$ cat src/pkg/spdc_pkg.sv
// constants of the switch port device control register bank
//==============================================================
`default_nettype none
package spdc_pkg;
   //==============================================================
   // bus and map
   localparam int ADDR_W = 12;
   localparam int DATA_W = 32;
   localparam logic [11:0] OFS_CAP = 12'h0c4;
   localparam logic [11:0] OFS_CTRL = 12'h0c8;
   localparam logic [11:0] OFS_IRQ_ST = 12'h100;
   localparam logic [11:0] OFS_IRQ_MASK = 12'h104;
   //==============================================================
   // field positions of the control word
   localparam int EN_LSB = 0;
   localparam int EN_W = 4;
   localparam int MPS_LSB = 5;
   localparam int MPS_W = 3;
   localparam int AUX_BIT = 10;
   localparam int SEEN_LSB = 16;
   //==============================================================
   // payload codes and reset values
   localparam logic [2:0] MPS_128 = 3'h0;
   localparam logic [2:0] MPS_256 = 3'h1;
   localparam logic [2:0] MPS_512 = 3'h2;
   localparam logic [9:0] BYTES_128 = 10'h080;
   localparam logic [9:0] BYTES_256 = 10'h100;
   localparam logic [9:0] BYTES_512 = 10'h200;
   localparam logic [3:0] EN_RST = 4'h0;
   localparam logic [2:0] MPS_RST = 3'h0;
   localparam logic AUX_RST = 1'b0;
   localparam logic [3:0] MASK_RST = 4'h0;
endpackage
`default_nettype wire

$ cat src/logic/spdc_regs.sv
// device control register bank of one switch port, apb slave
//
// Design decision made here: the APB register port.
`timescale 1ns/10ps
`default_nettype none
module spdc_regs
   import spdc_pkg::*;
(
   input wire logic pclk,
   input wire logic presetn,
   input wire logic psel,
   input wire logic penable,
   input wire logic pwrite,
   input wire logic [ADDR_W-1:0] paddr,
   input wire logic [DATA_W-1:0] pwdata,
   input wire logic [3:0] pstrb,
   output logic pready,
   output logic [DATA_W-1:0] prdata,
   output logic pslverr,
   input wire logic strap_mps_512,
   input wire logic [3:0] err_detect,
   output logic [3:0] err_msg,
   output logic [2:0] max_payload_code,
   output logic [9:0] max_payload_bytes,
   output logic aux_power_enable,
   output logic irq
);

   //==============================================================
   // state
   typedef struct packed {
      logic strap_s1;
      logic strap_s2;
      logic [2:0] cap;
      logic [3:0] err_en;
      logic [2:0] mps;
      logic aux_en;
      logic [3:0] err_seen;
      logic [3:0] irq_st;
      logic [3:0] irq_mask;
      logic [3:0] msg;
      logic [9:0] bytes;
      logic irq;
      logic pready;
      logic pslverr;
      logic [31:0] prdata;
   } spdc_state_s;

   localparam spdc_state_s ST_RST = '{
      strap_s1: 1'b0,
      strap_s2: 1'b0,
      cap: MPS_256,
      err_en: EN_RST,
      mps: MPS_RST,
      aux_en: AUX_RST,
      err_seen: 4'h0,
      irq_st: 4'h0,
      irq_mask: MASK_RST,
      msg: 4'h0,
      bytes: BYTES_128,
      irq: 1'b0,
      pready: 1'b0,
      pslverr: 1'b0,
      prdata: 32'h0
   };

   spdc_state_s st;
   spdc_state_s next_st;

   //==============================================================
   // decoding
   function automatic logic is_mapped(input logic [ADDR_W-1:0] a);
      is_mapped = (a == OFS_CAP) || (a == OFS_CTRL) || (a == OFS_IRQ_ST) || (a == OFS_IRQ_MASK);
   endfunction

   // reserved codes exceed every capability, so the clamp also covers them
   function automatic logic [2:0] clamp_mps(input logic [2:0] code, input logic [2:0] cap);
      clamp_mps = (code > cap) ? cap : code;
   endfunction

   function automatic logic [9:0] mps_bytes(input logic [2:0] code);
      unique case (code)
         MPS_128: mps_bytes = BYTES_128;
         MPS_256: mps_bytes = BYTES_256;
         MPS_512: mps_bytes = BYTES_512;
         default: mps_bytes = BYTES_128;
      endcase
   endfunction

   //==============================================================
   // bus phases
   logic access_first;
   logic access_done;
   logic wr_commit;

   // one wait state: read data is latched on the first access edge, writes commit on the second
   assign access_first = psel && penable && !st.pready;
   assign access_done = psel && penable && st.pready;
   assign wr_commit = access_done && pwrite && is_mapped(paddr);

   //==============================================================
   // next state
   always_comb begin
      next_st = st;
      // strap is static; sampled through two flops all the same
      next_st.strap_s1 = strap_mps_512;
      next_st.strap_s2 = st.strap_s1;
      next_st.cap = st.strap_s2 ? MPS_512 : MPS_256;
      next_st.pready = 1'b0;
      next_st.pslverr = 1'b0;
      next_st.msg = err_detect & st.err_en;
      if (access_first) begin
         next_st.pready = 1'b1;
         next_st.pslverr = !is_mapped(paddr);
         next_st.prdata = 32'h0;
         if (!pwrite) begin
            unique case (paddr)
               OFS_CAP: next_st.prdata = {29'h0, st.cap};
               // bits 4, 8, 9, 11, 15:12 and above 19 are constant zero
               OFS_CTRL: next_st.prdata = {12'h0, st.err_seen, 5'h0, st.aux_en, 2'h0, st.mps, 1'b0,
                                           st.err_en};
               OFS_IRQ_ST: next_st.prdata = {28'h0, st.irq_st};
               OFS_IRQ_MASK: next_st.prdata = {28'h0, st.irq_mask};
               default: next_st.prdata = 32'h0;
            endcase
         end
      end
      if (wr_commit) begin
         unique case (paddr)
            OFS_CTRL: begin
               if (pstrb[0]) begin
                  next_st.err_en = pwdata[EN_LSB+:EN_W];
                  next_st.mps = clamp_mps(pwdata[MPS_LSB+:MPS_W], st.cap);
               end
               if (pstrb[1]) begin
                  next_st.aux_en = pwdata[AUX_BIT];
               end
               if (pstrb[2]) begin
                  next_st.err_seen = st.err_seen & ~pwdata[SEEN_LSB+:EN_W];
               end
            end
            OFS_IRQ_ST: begin
               if (pstrb[0]) begin
                  next_st.irq_st = st.irq_st & ~pwdata[3:0];
               end
            end
            OFS_IRQ_MASK: begin
               if (pstrb[0]) begin
                  next_st.irq_mask = pwdata[3:0];
               end
            end
            default: begin
            end
         endcase
      end
      // set wins over a clear in the same cycle
      for (int i = 0; i < EN_W; i++) begin
         if (err_detect[i]) begin
            next_st.err_seen[i] = 1'b1;
            next_st.irq_st[i] = 1'b1;
         end
      end
      next_st.bytes = mps_bytes(next_st.mps);
      next_st.irq = |(next_st.irq_st & next_st.irq_mask);
   end

   //==============================================================
   // registers
   always_ff @(posedge pclk or negedge presetn) begin
      if (!presetn) begin
         st <= ST_RST;
      end else begin
         st <= next_st;
      end
   end

   //==============================================================
   // outputs
   assign pready = st.pready;
   assign prdata = st.prdata;
   assign pslverr = st.pslverr;
   assign err_msg = st.msg;
   assign max_payload_code = st.mps;
   assign max_payload_bytes = st.bytes;
   assign aux_power_enable = st.aux_en;
   assign irq = st.irq;

   logic wr_ctrl_lo;
   logic wr_ctrl_hi;
   logic rd_ctrl_done;
   logic wr_ctrl_seen;
   assign wr_ctrl_seen = wr_commit && (paddr == OFS_CTRL) && pstrb[2];
   assign wr_ctrl_lo = wr_commit && (paddr == OFS_CTRL) && pstrb[0];
   assign wr_ctrl_hi = wr_commit && (paddr == OFS_CTRL) && pstrb[1];
   assign rd_ctrl_done = access_done && !pwrite && (paddr == OFS_CTRL);
endmodule
`default_nettype wire

$ cat config.mk
export PLATFORM = sky130hd
export DESIGN_NAME = spdc_regs
export DESIGN_NICKNAME = d
export VERILOG_FILES = /design/src/pkg/spdc_pkg.sv /design/src/logic/spdc_regs.sv
export SDC_FILE = /design/constraint.sdc
export NUM_CORES = 1
export LEC_CHECK = 0
export CORE_ASPECT_RATIO = 1.1
export CORE_MARGIN = 2
export CORE_UTILIZATION = 65
export DETAILED_ROUTE_END_ITERATION = 12
export DONT_BUFFER_PORTS = 1
export PLACE_DENSITY = 0.82
export SYNTH_ARGS = -nofsm -noshare
export SYNTH_HDL_FRONTEND = slang
export SYNTH_SLANG_ARGS = --single-unit
export TNS_END_PERCENT = 1
$ cat constraint.sdc
create_clock -name pclk -period 2.9 [get_ports pclk]
set_input_delay 0.145 -clock pclk [delete_from_list [all_inputs] [get_ports pclk]]
set_output_delay 0.145 -clock pclk [all_outputs]
set_load 0.1 [all_outputs]
== Word level (Yosys, flattened, before mapping) ==
Index checks and enable logic that the tools add are counted.

* Bits in registers: 73
* Word-level logic and storage cells: 83

* Order comparisons: 1
* Equality and inequality tests: 6
* Mux-type cells: 23
* Bitwise logic cells: 6
* Reductions and logical operators: 29

{| class="wikitable"
|+ Operators by type and width
! cell !! number
|-
| one-hot mux 20 bit (4 select lines) || 1
|-
| two-way mux 34 bit || 1
|-
| == test 12 x 8 -> 1 bit (second input constant) || 2
|-
| == test 12 x 9 -> 1 bit (second input constant) || 2
|-
| nonzero test 2 bit || 12
|-
| two-way mux 20 bit || 1
|-
| two-way mux 4 bit || 5
|-
| one-hot mux 10 bit (2 select lines) || 1
|-
| AND reduction 3 bit || 6
|-
| bitwise AND 4 bit || 4
|-
| two-way mux 16 bit || 1
|-
| two-way mux 1 bit || 9
|-
| two-way mux 8 bit || 1
|-
| inverter 4 bit || 2
|-
| two-way mux 3 bit || 2
|-
| logical AND 1 bit || 5
|-
| OR reduction 4 bit || 1
|-
| == test 3 x 1 -> 1 bit (second input constant) || 1
|-
| == test 3 x 2 -> 1 bit (second input constant) || 1
|-
| > comparator 3 x 2 -> 1 bit || 1
|-
| logical OR 1 bit || 3
|-
| logical NOT 1 bit || 2
|-
| two-way mux 2 bit || 1
|}

== Longest topological paths before layout ==
* Word-level depth: 9
* Gate-level depth with buffers: 8
* Mapped depth without buffers: 8

== Least setup slack after synthesis ==
OpenSTA, ideal clock, no wires.

* Kind: register to register
* Start: register st, in the netlist pready
* End: register st, in the netlist irq
* Setup time: 124 ps
* Arrival time: 2200 ps
* Data required time: 2776 ps
* Slack: 576 ps
* Stages on the path, launching flop included: 8
* Clock period less this slack: 2324 ps
* Path through: dfrtp_1 > and4_1 > and2_0 > clkbuf_2 > nand4_1 > mux2_2 > a22oi_1 > nand2_1

{| class="wikitable"
|+ RTL lines
! element !! RTL line !! RTL
|-
| start: declaration || spdc_regs.sv:67 || <nowiki>spdc_state_s st;</nowiki>
|-
| start signal: assignment || spdc_regs.sv:173 || <nowiki>st <= next_st;</nowiki>
|}

==> impl_metrics.xml <==
<?xml version="1.0" encoding="UTF-8"?>
<metrics>
  <group name="timing">
    <metric name="tightestPinTransition" unit="ns">0.934</metric>
    <metric name="layout_worst_path_cycle_share" unit="%">71.5</metric>
    <metric name="maxSlewViolCount" unit="">0</metric>
    <metric name="max-slew-margin-rel" unit="%">37.7</metric>
    <metric name="setup_viol_count_final" unit="">0</metric>
    <metric name="minimum_period_implied_by_the_final_worst_setup_slack" unit="ns">2.07</metric>
    <metric name="timing_hold_violations_final" unit="">0</metric>
    <metric name="hold_slack" unit="ns">0.0437</metric>
    <metric name="tns_setup" unit="ns">0</metric>
    <metric name="maxClockFrequency" unit="MHz">483</metric>
    <metric name="grt_setup_unrepaired" unit="">false</metric>
    <metric name="fin_worst_skew" unit="ns">0.0117</metric>
  </group>
  <group name="clock_network">
    <metric name="clkLatencyLatePin" unit="ns">0.36</metric>
    <metric name="cts-buffers-inserted" unit="">5</metric>
    <metric name="clk_pin_slew" unit="ns">0.14</metric>
    <metric name="cts.sink_count" unit="">46</metric>
    <metric name="clock_tree_from_tritoncts" unit="">built</metric>
    <metric name="clock_path_buffers" unit="">2</metric>
    <metric name="htree_levels" unit="">2</metric>
    <metric name="post_cts_resize_count" unit="">0</metric>
    <metric name="root_buffer_cell" unit="">sky130_fd_sc_hd__clkbuf_4</metric>
    <metric name="cts_setup_buffers" unit="">0</metric>
  </group>
  <group name="final_layout">
    <metric name="antenna-diode-count" unit="">0</metric>
    <metric name="layout.cells.most_common" unit="">sky130_fd_sc_hd__dfrtp_1</metric>
    <metric name="fin_cells" unit="">255</metric>
    <metric name="layout_common_cells" unit="">sky130_fd_sc_hd__dfrtp_1 (44), sky130_fd_sc_hd__conb_1 (27), sky130_fd_sc_hd__dlygate4sd3_1 (17), sky130_fd_sc_hd__nand2_1 (13), sky130_fd_sc_hd__mux2_2 (9)</metric>
    <metric name="synthToLayoutAreaGrowth" unit="%">2.75</metric>
    <metric name="final_design_area_no_fill" unit="mm²">0.00238</metric>
    <metric name="design.final.nets" unit="">266</metric>
    <metric name="layout-drive-gt1-share" unit="%">15.0</metric>
  </group>
  <group name="placed_design">
    <metric name="placed_cell_area" unit="mm²">0.00211</metric>
    <metric name="port_buffers" unit="">0</metric>
    <metric name="hpwlAfterDp" unit="µm">3170</metric>
    <metric name="globalplace.congestion" unit="">0.780</metric>
    <metric name="placed_cells" unit="">229</metric>
  </group>
  <group name="yosys">
    <metric name="synth_sequential_area_ratio" unit="%">49.7</metric>
    <metric name="postSynthAreaPerCell" unit="µm²">11.4</metric>
    <metric name="synth_enable_flop_cells" unit="">0</metric>
    <metric name="synth_flop_cell" unit="">sky130_fd_sc_hd__dfrtp_1</metric>
    <metric name="yosys.cell_types.count" unit="">45</metric>
    <metric name="yosys_warnings" unit="">0</metric>
    <metric name="netlist_area" unit="mm²">0.00232</metric>
    <metric name="async_reset_ff_share" unit="%">100</metric>
    <metric name="syn_inst" unit="">204</metric>
    <metric name="yosys_register_bits" unit="">46</metric>
  </group>
  <group name="worst_hold_path">
    <metric name="hold_path.startpoint" unit="">pwrite</metric>
    <metric name="worst_min_path_class" unit="">in -&gt; reg</metric>
  </group>
  <group name="die">
    <metric name="effective_utilization_at_floorplan" unit="%">68.6</metric>
    <metric name="placement_rows" unit="">22</metric>
    <metric name="floorplan.io_pins" unit="">111</metric>
    <metric name="die_w" unit="µm">61.0</metric>
    <metric name="core_footprint" unit="mm²">0.00339</metric>
    <metric name="dieArea" unit="mm²">0.00407</metric>
    <metric name="fp.dieH" unit="µm">66.7</metric>
  </group>
  <group name="detailed_routing">
    <metric name="drt-initial-drc-count" unit="">91</metric>
    <metric name="route.vias.total" unit="">1424</metric>
    <metric name="detailedRoute.firstPassIterationCount" unit="">5</metric>
    <metric name="wl" unit="µm">4270</metric>
    <metric name="antenna_violation_net_count_after_detailed_routing" unit="">0</metric>
    <metric name="drc" unit="">0</metric>
    <metric name="wl_per_cell" unit="µm">16.8</metric>
    <metric name="vias_per_cell" unit="">5.58</metric>
  </group>
  <group name="pwr">
    <metric name="power.static_leakage" unit="nW">1.11</metric>
    <metric name="irDropWorstVdd" unit="mV">0.286</metric>
    <metric name="pwr_density_cell" unit="mW/mm²">529</metric>
  </group>
  <group name="outcome">
    <metric name="status" unit="">complete, no violations</metric>
  </group>
  <group name="global_routing">
    <metric name="global_route_wire_length_before_repair" unit="µm">6530</metric>
    <metric name="vias_in_the_first_global_route" unit="">1434</metric>
    <metric name="grt_total_ovfl" unit="">0</metric>
    <metric name="globalRouteTotalUtil" unit="%">22.6</metric>
    <metric name="grt_antenna_before_repair" unit="">0</metric>
    <metric name="grt_max_degree" unit="">47</metric>
  </group>
  <group name="setup_path">
    <metric name="cp-startpoint" unit="">pready$_DFF_PN0_</metric>
    <metric name="required_time_of_the_critical_path" unit="ns">3.15</metric>
    <metric name="reg2reg_from" unit="">pready$_DFF_PN0_</metric>
    <metric name="worst_setup_path_start_kind" unit="">register</metric>
    <metric name="crit_fanout" unit="">6</metric>
    <metric name="worst-setup-path-type" unit="">reg -&gt; reg</metric>
    <metric name="arrival" unit="ns">2.33</metric>
    <metric name="timing.critical_path.to_type" unit="">register</metric>
  </group>
  <group name="job">
    <metric name="maxCapViolations" unit="">0</metric>
  </group>
</metrics>
[report_power, final]
part / switching [mW] / internal, mW
Combinational: 0.191 / 0.0276
Sequential: 0.00872 / 0.646
Clock: 0.206 / 0.183
[registers in the layout (all words and copies together) (netlist names)]
signal	cells
prdata	12
pready	1
st	19
next_st	1
irq	1
err_msg	4
max_payload_bytes	3
aux_power_enable	1
max_payload_code	3
pslverr	1
[worst paths after layout]
kind | endpoint | slack [ns] | cells after the start
max | irq$_DFF_PN0_ | 0.83 | 6
min | prdata[2]$_DFFE_PN0P_ | 0.04 | 2
max reg2reg | irq$_DFF_PN0_ | 0.83 | 6
min reg2reg | st[72]$_DFF_PN0_ | 0.37 | 0
max in group asynchronous | max_payload_bytes[7]$_DFF_PN1_ | 2.39 | 2
min in group asynchronous | prdata[17]$_DFFE_PN0P_ | 0.25 | 2
[metrics by stage]
stage	util, %	power (mW)	worst slack (ns)
final	70.4	1.26	0.828
after global routing	70.4	1.32	0.677
after CTS	69.8	1.27	0.822
after detailed placement	62.4	0.852	0.876
after global placement	62.4	0.850	0.957
after floorplan	-	0.875	0.576
[what timing repair did]
| action | in CTS | in global routing |
|---|---|---|
| hold buffers | 16 | 2 |
| endpoints found under the setup margin | 0 | 0 |
| endpoints found under the hold margin | 68 | 2 |
[cell families after synthesis]
family,after synthesis,synth area share [%]
muxes,12,5.66
AOI/OAI and AO/OA,33,10.6
DFF,46,49.7
adders and majority gates,2,1.08
and+or+nand+nor,51,14.3
xor gates and xnor gates,2,0.755
buffers and inverters,57,17.7
other,1,0.162
[worst max-delay path, stage by stage, from the launching register on]
cell                      delay [ns]
sky130_fd_sc_hd__dfrtp_1        0.40
sky130_fd_sc_hd__and4_1         0.27
sky130_fd_sc_hd__and2_0         0.36
sky130_fd_sc_hd__nand4_1        0.31
sky130_fd_sc_hd__mux2_2         0.37
sky130_fd_sc_hd__a22oi_1        0.18
sky130_fd_sc_hd__nand2_1        0.07
[layer usage]
metal / GRT usage, % / part of all wire [%]
met1: 26.0 / 38
met2: 37.0 / 49
met3: 8.74 / 9.8
met5: 0 / 0
met4: 9.78 / 2.7
[synth_stat cells, types with 2 or more instances]
| cell | instances | area (µm²) |
|---|---|---|
| sky130_fd_sc_hd__mux2_2 | 9 | 101 |
| sky130_fd_sc_hd__nor3b_1 | 2 | 15.0 |
| sky130_fd_sc_hd__mux2i_1 | 3 | 30.0 |
| sky130_fd_sc_hd__a22o_1 | 8 | 70.1 |
| sky130_fd_sc_hd__a22oi_1 | 4 | 30.0 |
| sky130_fd_sc_hd__nand3_1 | 5 | 25.0 |
| sky130_fd_sc_hd__a222oi_1 | 2 | 20.0 |
| sky130_fd_sc_hd__nor2_1 | 4 | 15.0 |
| sky130_fd_sc_hd__inv_1 | 4 | 15.0 |
| sky130_fd_sc_hd__a21o_1 | 8 | 60.1 |
| sky130_fd_sc_hd__ha_1 | 2 | 25.0 |
| sky130_fd_sc_hd__nand2_1 | 13 | 48.8 |
| sky130_fd_sc_hd__and3b_1 | 2 | 17.5 |
| sky130_fd_sc_hd__and2_1 | 7 | 43.8 |
| sky130_fd_sc_hd__a221oi_1 | 2 | 17.5 |
| sky130_fd_sc_hd__and3_1 | 2 | 12.5 |
| sky130_fd_sc_hd__buf_4 | 50 | 375 |
| sky130_fd_sc_hd__dfrtp_1 | 44 | 1100 |
| sky130_fd_sc_hd__dfstp_2 | 2 | 52.6 |
| sky130_fd_sc_hd__o21ai_0 | 6 | 30.0 |
[cell type report]
type / instances / area [µm²]
fillers: 245 / 1000
multi-input cells: 127 / 855
clock buffers: 5 / 37.5
clock inverters: 3 / 43.8
well taps: 48 / 60.1
flip-flops and latches: 46 / 1150
repair buffers: 22 / 220
inverters: 4 / 15.0
No activity file was read; power rests on OpenSTA's default activity.
